### src/hw/sbtc_pkg.sv
// Package of constants for the sixteen-bit timer/counter block.
package sbtc_pkg;
    localparam logic [7:0] OFF_CONTROL = 8'h10;
    localparam logic [7:0] OFF_COUNT_LOW = 8'h14;
    localparam logic [7:0] OFF_COUNT_HIGH = 8'h18;
    localparam logic [7:0] OFF_FLAGS = 8'h1C;
    localparam logic [7:0] OFF_ENABLES = 8'h20;
    localparam logic [7:0] OFF_PORT = 8'h24;
    localparam int BIT_RUN = 0;
    localparam int BIT_SRC = 1;
    localparam int BIT_SYNC = 2;
    localparam int BIT_OSC = 3;
    localparam int BIT_PS_LO = 4;
    localparam int BIT_PS_HI = 5;
    localparam int BIT_OVF = 0;
    localparam logic [5:0] CONTROL_RESET = 6'h00;
    localparam logic [3:0] CCP_SPECIAL_EVENT = 4'hB;
    localparam int INSTR_DIV = 4;
    localparam logic [15:0] COUNT_MAX = 16'hFFFF;
    localparam logic [7:0] BYTE_MASK_LOW2 = 8'hFC;
endpackage

### src/hw/sbtc_prescaler.sv
// Clock prescaler selecting divide by one, two, four or eight.
`timescale 1ns/1ps
module sbtc_prescaler (
    input wire logic clock,
    input wire logic rst,
    input wire logic clear,
    input wire logic tick,
    input wire logic [1:0] select,
    output logic pulse
);
    logic [2:0] count;

    // Ripple stage modelled as a counter of input ticks.
    always_ff @(posedge clock or posedge rst) begin
        if (rst) begin
            count <= 3'h0;
        end else if (clear) begin
            count <= 3'h0;
        end else if (tick) begin
            count <= count + 3'h1;
        end
    end

    // Pulse on the tick that completes a full prescale period.
    always_comb begin
        unique case (select)
            2'b00: pulse = tick;
            2'b01: pulse = tick && count[0];
            2'b10: pulse = tick && (count[1:0] == 2'h3);
            2'b11: pulse = tick && (count == 3'h7);
        endcase
    end
endmodule

### src/hw/sbtc_edge_detect.sv
// Optional two-stage synchroniser with rising and falling edge detect.
`timescale 1ns/1ps
module sbtc_edge_detect (
    input wire logic clock,
    input wire logic rst,
    input wire logic pin,
    input wire logic bypass,
    output logic rise,
    output logic fall
);
    logic meta;
    logic stable;
    logic last;
    logic level;

    // The first stage feeds only the second, to contain metastability.
    always_ff @(posedge clock or posedge rst) begin
        if (rst) begin
            meta <= 1'b0;
            stable <= 1'b0;
            last <= 1'b0;
        end else begin
            meta <= pin;
            stable <= meta;
            last <= level;
        end
    end

    // Bypass takes the pin as already in step with the clock.
    assign level = bypass ? pin : stable;
    assign rise = level && !last;
    assign fall = !level && last;
endmodule

### src/hw/sbtc_top.sv
// Sixteen-bit timer/counter with APB register access.
`timescale 1ns/1ps
module sbtc_top (
    input wire logic clock,
    input wire logic rst,
    input wire logic psel,
    input wire logic penable,
    input wire logic pwrite,
    input wire logic [7:0] paddr,
    input wire logic [31:0] pwdata,
    output logic [31:0] prdata,
    output logic pready,
    output logic pslverr,
    input wire logic ext_clock_pin,
    input wire logic osc_input_pin,
    input wire logic [1:0] port_pin_in,
    input wire logic [3:0] ccp1_mode,
    input wire logic ccp1_match,
    input wire logic [3:0] ccp2_mode,
    input wire logic ccp2_match,
    output logic [1:0] port_pin_oe,
    output logic osc_inverter_on,
    output logic overflow_irq
);
    logic run_enable;
    logic clock_source_select;
    logic sync_bypass;
    logic low_power_osc_enable;
    logic [1:0] prescale_select;
    logic [7:0] count_low_byte;
    logic [7:0] count_high_byte;
    logic overflow_flag;
    logic overflow_irq_enable;
    logic [1:0] port_direction_bits;
    logic [1:0] instr_phase;
    logic armed;
    logic ext_rise;
    logic ext_fall;
    logic sel_pin;
    logic raw_tick;
    logic inc;
    logic wrap;
    logic ccp_reset;
    logic wr;
    logic count_write;
    logic pre_clear;
    logic [15:0] sixteen_bit_count;
    logic [15:0] next_count;
    logic [1:0] port_read;

    assign sixteen_bit_count = {count_high_byte, count_low_byte};

    // Zero-wait APB slave: every access completes in its access phase.
    assign pready = 1'b1;
    assign wr = psel && penable && pwrite;
    assign count_write = wr && (paddr == sbtc_pkg::OFF_COUNT_LOW
        || paddr == sbtc_pkg::OFF_COUNT_HIGH);
    assign pslverr = psel && penable && !(paddr == sbtc_pkg::OFF_CONTROL
        || paddr == sbtc_pkg::OFF_COUNT_LOW
        || paddr == sbtc_pkg::OFF_COUNT_HIGH
        || paddr == sbtc_pkg::OFF_FLAGS
        || paddr == sbtc_pkg::OFF_ENABLES
        || paddr == sbtc_pkg::OFF_PORT);

    // Control fields; all clear at reset so the timer starts stopped.
    always_ff @(posedge clock or posedge rst) begin
        if (rst) begin
            {prescale_select, low_power_osc_enable, sync_bypass,
                clock_source_select, run_enable} <= sbtc_pkg::CONTROL_RESET;
        end else if (wr && paddr == sbtc_pkg::OFF_CONTROL) begin
            run_enable <= pwdata[sbtc_pkg::BIT_RUN];
            clock_source_select <= pwdata[sbtc_pkg::BIT_SRC];
            sync_bypass <= pwdata[sbtc_pkg::BIT_SYNC];
            low_power_osc_enable <= pwdata[sbtc_pkg::BIT_OSC];
            prescale_select <= pwdata[sbtc_pkg::BIT_PS_HI:sbtc_pkg::BIT_PS_LO];
        end
    end

    // Interrupt enable and port direction bits.
    always_ff @(posedge clock or posedge rst) begin
        if (rst) begin
            overflow_irq_enable <= 1'b0;
            port_direction_bits <= 2'h3;
        end else if (wr && paddr == sbtc_pkg::OFF_ENABLES) begin
            overflow_irq_enable <= pwdata[sbtc_pkg::BIT_OVF];
        end else if (wr && paddr == sbtc_pkg::OFF_PORT) begin
            port_direction_bits <= pwdata[1:0];
        end
    end

    // Instruction-cycle phase: one timer tick per four input clocks.
    always_ff @(posedge clock or posedge rst) begin
        if (rst) begin
            instr_phase <= 2'h0;
        end else begin
            instr_phase <= instr_phase + 2'h1;
        end
    end

    // Oscillator input is used when the oscillator runs.
    assign sel_pin = low_power_osc_enable ? osc_input_pin
        : ext_clock_pin;

    // Synchroniser is bypassed only in counter mode.
    sbtc_edge_detect u_edge (
        .clock(clock),
        .rst(rst),
        .pin(sel_pin),
        .bypass(sync_bypass && clock_source_select),
        .rise(ext_rise),
        .fall(ext_fall)
    );

    // Counter mode waits for a falling edge after being enabled.
    always_ff @(posedge clock or posedge rst) begin
        if (rst) begin
            armed <= 1'b0;
        end else if (!run_enable || !clock_source_select) begin
            armed <= 1'b0;
        end else if (ext_fall) begin
            armed <= 1'b1;
        end
    end

    // Raw tick from the selected source.
    assign raw_tick = run_enable && (clock_source_select
        ? (armed && ext_rise)
        : (instr_phase == 2'(sbtc_pkg::INSTR_DIV - 1)));

    // Prescaler restarts when stopped or when software rewrites the count.
    assign pre_clear = !run_enable || count_write;

    // Prescale then count; edges are synchronised, unless bypassed, before they reach the prescaler.
    sbtc_prescaler u_pre (
        .clock(clock),
        .rst(rst),
        .clear(pre_clear),
        .tick(raw_tick),
        .select(prescale_select),
        .pulse(inc)
    );

    // Special event trigger from either compare unit.
    assign ccp_reset = (ccp1_match && ccp1_mode == sbtc_pkg::CCP_SPECIAL_EVENT)
        || (ccp2_match && ccp2_mode == sbtc_pkg::CCP_SPECIAL_EVENT);
    assign wrap = inc && sixteen_bit_count == sbtc_pkg::COUNT_MAX;
    assign next_count = sixteen_bit_count + 16'h0001;

    // Count update; software writes win over an increment to avoid tearing.
    always_ff @(posedge clock or posedge rst) begin
        if (rst) begin
            count_low_byte <= 8'h00;
            count_high_byte <= 8'h00;
        end else if (ccp_reset) begin
            count_low_byte <= 8'h00;
            count_high_byte <= 8'h00;
        end else if (wr && paddr == sbtc_pkg::OFF_COUNT_LOW) begin
            count_low_byte <= pwdata[7:0];
        end else if (wr && paddr == sbtc_pkg::OFF_COUNT_HIGH) begin
            count_high_byte <= pwdata[7:0];
        end else if (inc) begin
            {count_high_byte, count_low_byte} <= next_count;
        end
    end

    // Sticky overflow flag; a set in the clearing cycle wins.
    always_ff @(posedge clock or posedge rst) begin
        if (rst) begin
            overflow_flag <= 1'b0;
        end else if (wrap) begin
            overflow_flag <= 1'b1;
        end else if (wr && paddr == sbtc_pkg::OFF_FLAGS) begin
            overflow_flag <= pwdata[sbtc_pkg::BIT_OVF];
        end
    end

    assign overflow_irq = overflow_flag && overflow_irq_enable;
    assign osc_inverter_on = low_power_osc_enable;
    // Oscillator forces both pins to inputs, reading zero.
    assign port_pin_oe = low_power_osc_enable ? 2'h0
        : ~port_direction_bits;
    assign port_read = low_power_osc_enable ? 2'h0 : port_pin_in;

    // Read data is registered on the setup-phase edge, ahead of the access phase.
    always_ff @(posedge clock or posedge rst) begin
        if (rst) begin
            prdata <= 32'h0000_0000;
        end else if (psel && !penable && !pwrite) begin
            unique case (paddr)
                sbtc_pkg::OFF_CONTROL: prdata <= {26'h0, prescale_select,
                    low_power_osc_enable, sync_bypass, clock_source_select,
                    run_enable};
                sbtc_pkg::OFF_COUNT_LOW: prdata <= {24'h0, count_low_byte};
                sbtc_pkg::OFF_COUNT_HIGH: prdata <= {24'h0, count_high_byte};
                sbtc_pkg::OFF_FLAGS: prdata <= {31'h0, overflow_flag};
                sbtc_pkg::OFF_ENABLES: prdata <= {31'h0, overflow_irq_enable};
                sbtc_pkg::OFF_PORT: prdata <= {28'h0, port_read,
                    port_direction_bits};
                default: prdata <= 32'h0000_0000;
            endcase
        end
    end

    // Divide checker: ticks that gave no pulse since the previous pulse.
    // It restarts on any control write, as a new ratio may begin mid-period.
    logic control_write;
    logic [3:0] idle_ticks;
    logic pulse_seen;
    assign control_write = wr && paddr == sbtc_pkg::OFF_CONTROL;
    always_ff @(posedge clock or posedge rst) begin
        if (rst) begin
            idle_ticks <= 4'h0;
            pulse_seen <= 1'b0;
        end else if (pre_clear || control_write) begin
            idle_ticks <= 4'h0;
            pulse_seen <= 1'b0;
        end else if (inc) begin
            idle_ticks <= 4'h0;
            pulse_seen <= 1'b1;
        end else if (raw_tick) begin
            idle_ticks <= idle_ticks + 4'h1;
        end
    end
endmodule

### config.mk
export PLATFORM = sky130hd
export DESIGN_NAME = sbtc_top
export DESIGN_NICKNAME = d
export VERILOG_FILES = /design/src/hw/sbtc_pkg.sv /design/src/hw/sbtc_prescaler.sv /design/src/hw/sbtc_edge_detect.sv /design/src/hw/sbtc_top.sv
export SDC_FILE = /design/constraint.sdc
export NUM_CORES = 1
export LEC_CHECK = 0
export ABC_AREA = 1
export BUFFER_PORTS_ARGS = -buffer_cell sky130_fd_sc_hd__buf_2
export CAP_MARGIN = 20
export CELL_PAD_IN_SITES_DETAIL_PLACEMENT = 1
export CELL_PAD_IN_SITES_GLOBAL_PLACEMENT = 1
export CORE_MARGIN = 3
export CORE_UTILIZATION = 36
export CTS_CLUSTER_SIZE = 14
export DETAILED_ROUTE_END_ITERATION = 10
export GPL_ROUTABILITY_DRIVEN = 0
export MAX_ROUTING_LAYER = met4
export PLACE_DENSITY_LB_ADDON = 0.1
export SLEW_MARGIN = 25
export SYNTH_ARGS = -nofsm -noshare
export SYNTH_HDL_FRONTEND = slang
export SYNTH_SLANG_ARGS = --single-unit
### constraint.sdc
create_clock -name clock -period 2.02 [get_ports clock]
set_clock_uncertainty 0.1 [all_clocks]
set_input_delay 0.606 -clock clock [delete_from_list [all_inputs] [get_ports clock]]
set_output_delay 0.606 -clock clock [all_outputs]
set_load 0.05 [all_outputs]
**Word-level counts from Yosys, hierarchy flattened**

Index checks and enable logic that the tools add are counted.

- Register bits after elaboration: 67
- Input bits: 59
- Output and inout bits: 38
- Word-level logic and storage cells: 109

- $add $sub $neg: 3
- Equality and inequality tests: 17
- Mux-type cells: 21
- Bitwise operators: 2
- Reduce and logical (&&, ||, !) cells: 49

Operators with widths:

| kind | number |
|---|---|
| $mux W8 | 8 |
| $pmux W8 S6 | 1 |
| $eq A8 B5 Y1 const B | 4 |
| $logic_and A1 B1 Y1 | 24 |
| $add A16 B1 Y16 const B | 1 |
| $eq A16 B16 Y1 const B | 1 |
| $eq A8 B6 Y1 const B | 2 |
| $logic_or A1 B1 Y1 | 9 |
| $eq A2 B2 Y1 const B | 4 |
| $eq A4 B4 Y1 const B | 2 |
| $logic_not A1 Y1 | 7 |
| $mux W1 | 7 |
| $mux W3 | 2 |
| $reduce_and A2 Y1 | 3 |
| $reduce_bool A2 Y1 | 3 |
| $reduce_bool A3 Y1 | 2 |
| $mux W2 | 2 |
| $pmux W1 S4 | 1 |
| $add A3 B1 Y3 const B | 1 |
| $eq A3 B3 Y1 const B | 1 |
| $ne A3 B3 Y1 const B | 1 |
| $add A2 B1 Y2 const B | 1 |
| $eq A2 B1 Y1 const B | 1 |
| $logic_not A2 Y1 | 1 |
| other kinds (3) | 3 |

**Depth between registers and ports, before layout**

Gate-level depths: netlist of run 1.

- Word-level depth: 12
- Mapped depth: 11
- Gate-level depth less buffers: 11

**Modules after synthesis**

Synthesis of run 1 repeated with hierarchy kept, for this count alone.

- Cells, all modules: 464
- Area, all modules: 3149.3 µm²

Modules (own cells, without submodules):

| module | times used | cells an instance | area each (µm²) | seq. area each (µm²) |
|---|---|---|---|---|
| sbtc_top | 1 | 422 | 2813.9 | 928.4 |
| sbtc_prescaler | 1 | 26 | 201.4 | 75.1 |
| sbtc_edge_detect | 1 | 16 | 133.9 | 75.1 |

**Worst setup path before layout of run 1**

OpenSTA, ideal clock, no wires.

- Path kind: input to output
- Start point: input port paddr[5]
- End point: output port pslverr
- Arrival: 2.560 ns
- Required time: 1.314 ns
- Path slack: -1.246 ns
- Stages on the path: 6
- Buffers on the path: 0
- Cells stage by stage: inv_1 -> nand2_1 -> nor2_4 -> nand2_1 -> nand4_1 -> nor4_1

- Word-level cells in the longest chain between the ends: 8
- Elaborated cells on any way between the ends: 13
- Classes of those cells: eq/ne: 6; reduce/logical: 7

RTL lines:

| item | RTL line | RTL |
|---|---|---|
| start, declared | sbtc_top.sv:9 | `input wire logic [7:0] paddr,` |
| $eq A8 B5 Y1 (on tied branches) | sbtc_top.sv:58, sbtc_top.sv:59 |  |
| $logic_or A1 B1 Y1 | sbtc_top.sv:59 | `\|\| paddr == sbtc_pkg::OFF_COUNT_LOW` |
| $logic_or A1 B1 Y1 | sbtc_top.sv:60 | `\|\| paddr == sbtc_pkg::OFF_COUNT_HIGH` |
| $logic_or A1 B1 Y1 | sbtc_top.sv:61 | `\|\| paddr == sbtc_pkg::OFF_FLAGS` |
| $logic_or A1 B1 Y1 | sbtc_top.sv:62 | `\|\| paddr == sbtc_pkg::OFF_ENABLES` |
| $logic_or A1 B1 Y1 * | sbtc_top.sv:63 | `\|\| paddr == sbtc_pkg::OFF_PORT);` |
| $logic_not A1 Y1 * | sbtc_top.sv:58 | `assign pslverr = psel && penable && !(paddr == sbtc_pkg::OFF_CONTROL` |
| $logic_and A1 B1 Y1 * | sbtc_top.sv:58 |  |
| end, declared | sbtc_top.sv:13 | `output logic pslverr,` |

Mark *: on every way between the ends. The rest lies on a longest branch, timed or not.

**Final worst setup path of run 1**

- Start point: input port paddr[6]
- End point: output port pslverr

The elaborated chain is that of the path after synthesis.

==> results of run 1 <==
power breakdown:
part           switching, mW  total (mW)  internal [mW]
Combinational          0.378       0.566          0.189
Clock                  0.320       0.815          0.495
Sequential             0.108        1.05          0.941
Total                  0.806        2.43           1.62
layer usage:
metal / global-route usage, % / part of all wire [%]
met3: 3.09 / 4.4
met5: - / 0
met1: 26.5 / 46
met2: 33.3 / 48
met4: 5.75 / 1.7
final cells by class:
class,instances,share of cell area (%)
Clock buffer,6,1.94
Clock inverter,2,1.60
Inverter,54,5.55
Multi-Input combinational cell,323,43.8
Sequential cell,43,28.8
Tap cell,102,3.41
Timing Repair Buffer,84,14.9
metrics by stage:
stage               utilization (%)  total power [mW]
finish                         47.2              2.43
global route                   47.2              2.58
CTS                            47.2              2.46
detailed placement             44.9              1.63
global placement               44.9              1.61
floorplan                         -              1.47
flip-flops by register name, summed over array words and instances (netlist names), 2 cells and up:
| signal | count |
|---|---|
| prescale_select | 2 |
| instr_phase | 2 |
| count_low_byte | 8 |
| count_high_byte | 8 |
| port_direction_bits | 2 |
| prdata | 8 |
| u_pre.count | 3 |
layout by cell type, fill, tap and decap left out, types with 2 or more instances in the layout:
master / synthesis / layout
a21oi_1: 8 / 8
buf_12: 0 / 3
buf_2: 1 / 46
buf_4: 25 / 34
bufinv_16: 0 / 2
clkbuf_8: 0 / 5
conb_1: 2 / 25
dfrtp_1: 41 / 41
dfstp_2: 2 / 2
ha_1: 4 / 4
inv_1: 47 / 44
inv_2: 5 / 7
inv_4: 2 / 2
mux2_2: 2 / 2
nand2_1: 139 / 139
nand2_2: 4 / 4
nand2_4: 2 / 2
nand2_8: 2 / 2
nand3_1: 28 / 28
nand3_4: 2 / 2
nand4_1: 7 / 7
nor2_1: 36 / 32
nor2_2: 0 / 4
nor2_4: 5 / 5
nor2_8: 2 / 2
o211ai_1: 3 / 3
o21ai_0: 34 / 32
o21ai_1: 3 / 5
o21ai_2: 2 / 2
xnor2_1: 2 / 2
xor2_1: 2 / 2
worst register-to-register path, cell delays in order, from the launching register on:
cell and delay, ns:
dfrtp_1 0.41, ha_1 0.22, ha_1 0.18, nand3_1 0.07, o211ai_1 0.13, nand3_1 0.22, nand2_2 0.13, nand2_4 0.14
nand2_1 0.07, nand2_1 0.06
worst max path at each step:
stage                         from  endpoint  slack, ns  cells past startpoint
after detailed placement  paddr[5]   pslverr      -0.29                      8
after global routing      paddr[6]   pslverr      -0.30                      8
after global placement    paddr[5]   pslverr      -0.30                      8
after floorplan           paddr[5]   pslverr      -0.39                      6
final                     paddr[6]   pslverr      -0.22                      8
after CTS                 paddr[6]   pslverr      -0.22                      8
cell families (layout without fill, tap and decap cells):
kind of cell | count (synthesis) | in the layout | share of synthesized area (%)
muxes | 2 | 2 | 0.746
buffers and inverters | 81 | 146 | 13.6
other | 2 | 25 | 0.249
AOI/OAI and AO/OA | 57 | 57 | 10.6
and+or+nand+nor | 231 | 231 | 36.3
DFF | 43 | 43 | 35.7
xor gates and xnor gates | 4 | 4 | 1.16
adders and majority gates | 4 | 4 | 1.66
what timing repair did:
action / 4_1_cts / 5_1_grt
hold buffers: 0 / 0
buffers inserted: 5 / 0
resized for setup: 5 / 4
pin swaps: 4 / 1
endpoints found under the setup margin: 1 / 3
cloned: 0 / 0
==> results.py, run 1 <==
metrics = {
    "status": {
        "status": "finished, violations left",
        "violations": "negative setup slack",
    },
    "floorplan": {
        "core_area_um2": 7930,
        "dieArea_um2": 9520,
        "ios": 97,
        "die_y_um": 97.6,
        "initial_core_util_pct": 38.1,
        "dieWidth_um": 97.6,
        "num_rows": 32,
    },
    "final_layout": {
        "fin_cells": 614,
        "diodes": 0,
        "finalInstanceArea_um2": 3740,
        "multiInputGateArea_um2": 1640,
        "fill_cells": 1044,
        "drive_gt1_share_pct": 25.6,
        "seqCellArea_um2": 1080,
        "final_nets": 574,
        "synthToLayoutAreaGrowth_pct": 24.0,
    },
    "sta": {
        "finalMaxSlewViolations": 0,
        "tns_ns": -0.322,
        "setup_ws_ns": -0.216,
        "setup_violations": 2,
        "rsz0062_at_grt": "yes",
        "finalCritPeriodShare_pct": 111,
        "finalCriticalPeriod_ns": 2.24,
        "hold_violations": 0,
        "hold_ws_ns": 0.224,
        "fmaxAchievable_mhz": 447,
    },
    "synth": {
        "synth_top_area_cell": "dfrtp_1",
        "synth.distinct_cells": 39,
        "ys_top_cells_by_area": "dfrtp_1 34%, nand2_1 17%, buf_4 6.2%",
        "yosysSeqAreaShare_pct": 35.7,
        "async_flop_share_pct": 100,
        "synth_cells": 424,
        "ys_ff_latch": 43,
        "yosys_warnings": 0,
        "synth.avg_cell_area_um2": 7.12,
        "ys_top_cells_by_count": "139 x nand2_1, 47 x inv_1, 41 x dfrtp_1",
        "netlist_area_um2": 3020,
        "synth.most_common_cell": "nand2_1",
        "synth_top_area_share_pct": 34.0,
        "synth_edf_count": 0,
        "yosys_most_used_dff": "dfrtp_1",
    },
    "global_routing": {
        "grt_pass1_wl_um": 15400,
        "groute.usage.overall_pct": 20.4,
        "overflow": 0,
        "grt_pass1_vias": 3083,
        "antenna_found_initial": 0,
        "grt_max_degree": 44,
    },
    "routing": {
        "drt_first_pass_iters": 4,
        "vias_per_cell": 4.83,
        "num_vias": 2966,
        "drc_errors": 0,
        "antenna_left": 0,
        "wl_per_cell_um": 14.6,
        "first_iter_violations": 107,
        "routed_wl_um": 8980,
    },
    "place": {
        "dp_hpwl_um": 7230,
        "dp_cells": 601,
        "post_dp_cell_area_um2": 3560,
        "portBuffers": 47,
        "pre_cts_slack_ns": -0.293,
    },
    "clocking": {
        "cts_tree": "yes",
        "root_buffer": "clkbuf_8",
        "htreeDepth": 2,
        "clock_latency_ns": 0.30,
        "cts_made_buffers": 5,
        "clock_sinks": 43,
        "cts.clk_slew.worst_paths_ns": 0.09,
        "clock_path_buffers": 2,
    },
    "worst_hold_path": {
        "hold_path.class": "in2async",
    },
    "critical_path": {
        "critPathMaxFanout": 4,
        "path_class": "in2out",
        "cp.arrival_ns": 1.53,
        "timing.rr.start": "u_pre.count[0]",
        "startpoint_type": "input port",
        "crit_chain": "buf_2, nor2_4, inv_1, nor2_4, nand4_1, nand4_1, nor4_4, buf_6",
        "critPathCaptureType": "primary output",
        "rr_endpoint": "count_high_byte[1]",
        "cp_num_buf_inv": 3,
        "r2r_slack_ns": 0.23,
        "critPathMaxStageDelay_ns": 0.17,
        "ff2ff_path_depth": 9,
        "critical_path_required_ns": 1.31,
        "crit_slowest_cell": "nand4_1",
        "cp_top_family": "simple AND/OR/NAND/NOR gates",
    },
    "power": {
        "ir_drop_uv": 340,
        "leakagePower_nw": 1.93,
        "p_per_area_nw_per_um2": 649,
    },
    "job": {
        "cap_violations": 0,
    },
}
Note: power is estimated with default switching activity, not from simulation.
==> inputs of run 2 (changes only) <==
--- a/config.mk
+++ b/config.mk
@@ -22,2 +22,3 @@
 export SYNTH_HDL_FRONTEND = slang
+export SYNTH_HIERARCHICAL = 1
 export SYNTH_SLANG_ARGS = --single-unit
--- a/constraint.sdc
+++ b/constraint.sdc
@@ -4,2 +4,2 @@
 set_output_delay 0.606 -clock clock [all_outputs]
-set_load 0.05 [all_outputs]
+set_load 0.01 [all_outputs]
==> results.py, run 2 <==
metrics = {
    "critical_path": {
        "critPathMaxFanout": 6,
        "startpoint": "paddr[7]",
        "critPathMaxStageDelay_ns": 0.20,
        "path_class": "in2out",
        "timing.rr.start": "osc_inverter_on",
        "cp_num_buf_inv": 3,
        "cp_common_cell": "nand2_4",
        "cp_top_family": "simple AND/OR/NAND/NOR gates",
        "crit_chain": "buf_6, inv_2, nand2_4, nor2_8, nand2_4, nand3_4, nor3_2, buf_2",
        "crit_slowest_cell": "nor2_8",
        "cp.arrival_ns": 1.40,
        "startpoint_type": "input port",
        "critical_path_required_ns": 1.31,
        "critPathCaptureType": "primary output",
    },
    "status": {
        "status": "finished, violations left",
        "violations": "negative setup slack",
    },
    "place": {
        "post_dp_cell_area_um2": 3670,
        "portBuffers": 47,
        "dp_hpwl_um": 7970,
        "pre_cts_slack_ns": -0.412,
    },
    "clocking": {
        "cts_tree": "yes",
        "cts_made_buffers": 5,
        "hold_buffers": 0,
        "root_buffer": "clkbuf_8",
        "cts.clk_slew.worst_paths_ns": 0.10,
        "htreeDepth": 2,
        "clock_latency_ns": 0.31,
        "clock_path_buffers": 2,
        "clock_sinks": 43,
    },
    "global_routing": {
        "groute.usage.overall_pct": 22.3,
        "grt_pass1_wl_um": 17000,
        "overflow": 0,
        "antenna_found_initial": 0,
        "grt_pass1_vias": 3481,
        "grt_max_degree": 38,
    },
    "final_layout": {
        "drive_gt1_share_pct": 33.1,
        "final_nets": 630,
        "synthToLayoutAreaGrowth_pct": 31.8,
        "largest_registers": "count_high_byte x8, count_low_byte x8, prdata x8",
        "diodes": 0,
        "finalInstanceArea_um2": 4150,
        "layout_commonest_cell": "nand2_1",
        "final_cell_mix": "136 x nand2_1, 55 x buf_4, 48 x nand3_1",
    },
    "floorplan": {
        "num_rows": 33,
        "ios": 97,
        "die_y_um": 99.5,
        "dieWidth_um": 99.5,
        "initial_core_util_pct": 37.8,
        "core_area_um2": 8340,
        "dieArea_um2": 9910,
    },
    "synth": {
        "yosys_warnings": 6,
        "synth_compound_area_share_pct": 6.91,
        "synth_top_area_share_pct": 32.6,
        "synth_cells": 464,
        "synth.avg_cell_area_um2": 6.79,
        "ys_top_cells_by_area": "dfrtp_1 33%, nand2_1 18%, nand3_1 8.7%",
        "synth-simple-area-share_pct": 41.8,
        "synth_top_area_cell": "dfrtp_1",
        "synthAdderAreaFrac_pct": 1.59,
        "synth.most_common_cell": "nand2_1",
        "synth_edf_count": 0,
        "ys_ff_latch": 43,
        "netlist_area_um2": 3150,
        "async_flop_share_pct": 100,
        "yosys.area_share.xor_xnor_pct": 1.11,
        "synth_top_family_by_area": "simple AND/OR/NAND/NOR gates",
        "yosysSeqAreaShare_pct": 34.2,
        "synth_mux_area_share_pct": 0,
        "yosys_most_used_dff": "dfrtp_1",
        "synth.distinct_cells": 33,
        "ys_top_cells_by_count": "152 x nand2_1, 56 x inv_1, 55 x nand3_1",
    },
    "worst_hold_path": {
        "hold_path.class": "in2async",
    },
    "power": {
        "ir_drop_uv": 274,
        "leakagePower_nw": 2.25,
        "p_per_area_nw_per_um2": 520,
    },
    "routing": {
        "num_vias": 3334,
        "vias_per_cell": 4.95,
        "wl_per_cell_um": 16.5,
        "antenna_left": 0,
        "first_iter_violations": 113,
        "routed_wl_um": 11100,
        "drc_errors": 0,
        "drt_first_pass_iters": 4,
    },
    "sta": {
        "slew_headroom_pct": 65.8,
        "rsz0062_at_grt": "yes",
        "setup_violations": 15,
        "hold_violations": 0,
        "finalCriticalPeriod_ns": 2.11,
        "finalMaxSlewViolations": 0,
        "setup_ws_ns": -0.0893,
        "tightest_slew_ns": 0.513,
        "tns_ns": -0.566,
        "fmaxAchievable_mhz": 474,
        "finalCritPeriodShare_pct": 104,
    },
    "job": {
        "cap_violations": 0,
    },
}
[run 2: cell types whose count changed after synthesis, moves of 3 or more]
cell and delta:
nand2_2 +4, o21ai_1 -3, nand3_1 +27, nor3_1 +5, nand2_1 +13, a21oi_1 -3
nor2_1 +5, o21ai_2 +3, nand4_1 -3, o21ai_0 -11, inv_1 +9
[run 2: through the flow]
| step | total power, mW | utilization (%) | hold slack (ns) | instances |
|---|---|---|---|---|
| after floorplan | 1.36 | - | 0.231 | 487 |
| after global placement | 1.50 | 44.0 | 0.242 | 645 |
| after detailed placement | 1.52 | 44.0 | 0.250 | 645 |
| after CTS | 2.14 | 47.6 | 0.0614 | 668 |
| after global routing | 2.29 | 49.8 | 0.0720 | 673 |
| final | 2.16 | 49.8 | 0.0635 | 673 |
[run 2: path summary, 6_finish.rpt]
check / endpoint / slack, ns / depth (start not counted)
worst max-delay path: pslverr / -0.09 / 8
worst min-delay path: u_edge/last / 0.06 / 2
worst max register to register: count_high_byte[5] / -0.07 / 17
worst min register to register: u_edge/stable / 0.27 / 0
max in group asynchronous: port_direction_bits[0] / 1.12 / 3
min in group clock: u_edge/stable / 0.27 / 0
[run 2: final cells by class]
type                    count  area [um2]
clock buffers               5        68.8
clock inverters             3        25.0
fillers                  1099        4190
inverters                  62         255
multi-input cells         354        1910
flip-flops and latches     43        1080
well taps                 105         131
repair buffers            101         681
[run 2: where the power goes]
| group | switching (mW) | leakage (nW) | internal, mW |
|---|---|---|---|
| Sequential | 0.110 | 0.573 | 0.935 |
| Combinational | 0.312 | 1.63 | 0.203 |
| Clock | 0.350 | 0.0443 | 0.248 |
| Total | 0.772 | 2.25 | 1.39 |
[run 2: cell families after synthesis]
family                   count (synthesis)
adder cells (fa/ha/maj)                  4
buffers and inverters                   90
AND/OR/NAND/NOR                        283
flip-flops                              43
other                                    2
AO/OA/AOI/OAI                           38
XOR/XNOR                                 4
[run 2: what timing repair did]
action                     in CTS  in global routing
resized for setup              32                 39
setup endpoints to repair      18                 25
pin swaps                       9                 23
setup buffers                  15                  5
[run 2: worst register-to-register path: cells and delay by family (launching register included)]
kind | cells | cell delay [ns]
DFF | 1 | 0.42
buffers and inverters | 3 | 0.19
and+or+nand+nor | 13 | 1.16
AOI/OAI and AO/OA | 1 | 0.17
[run 2: layer usage]
layer  share of wire (%)  GRT usage, %  up-vias
met2                  54          39.7       54
met1                  41          26.3     1644
li1                    -             -     1613
met4                 2.2          5.57        0
met3                 3.0          3.58       23
met5                   0             -        -
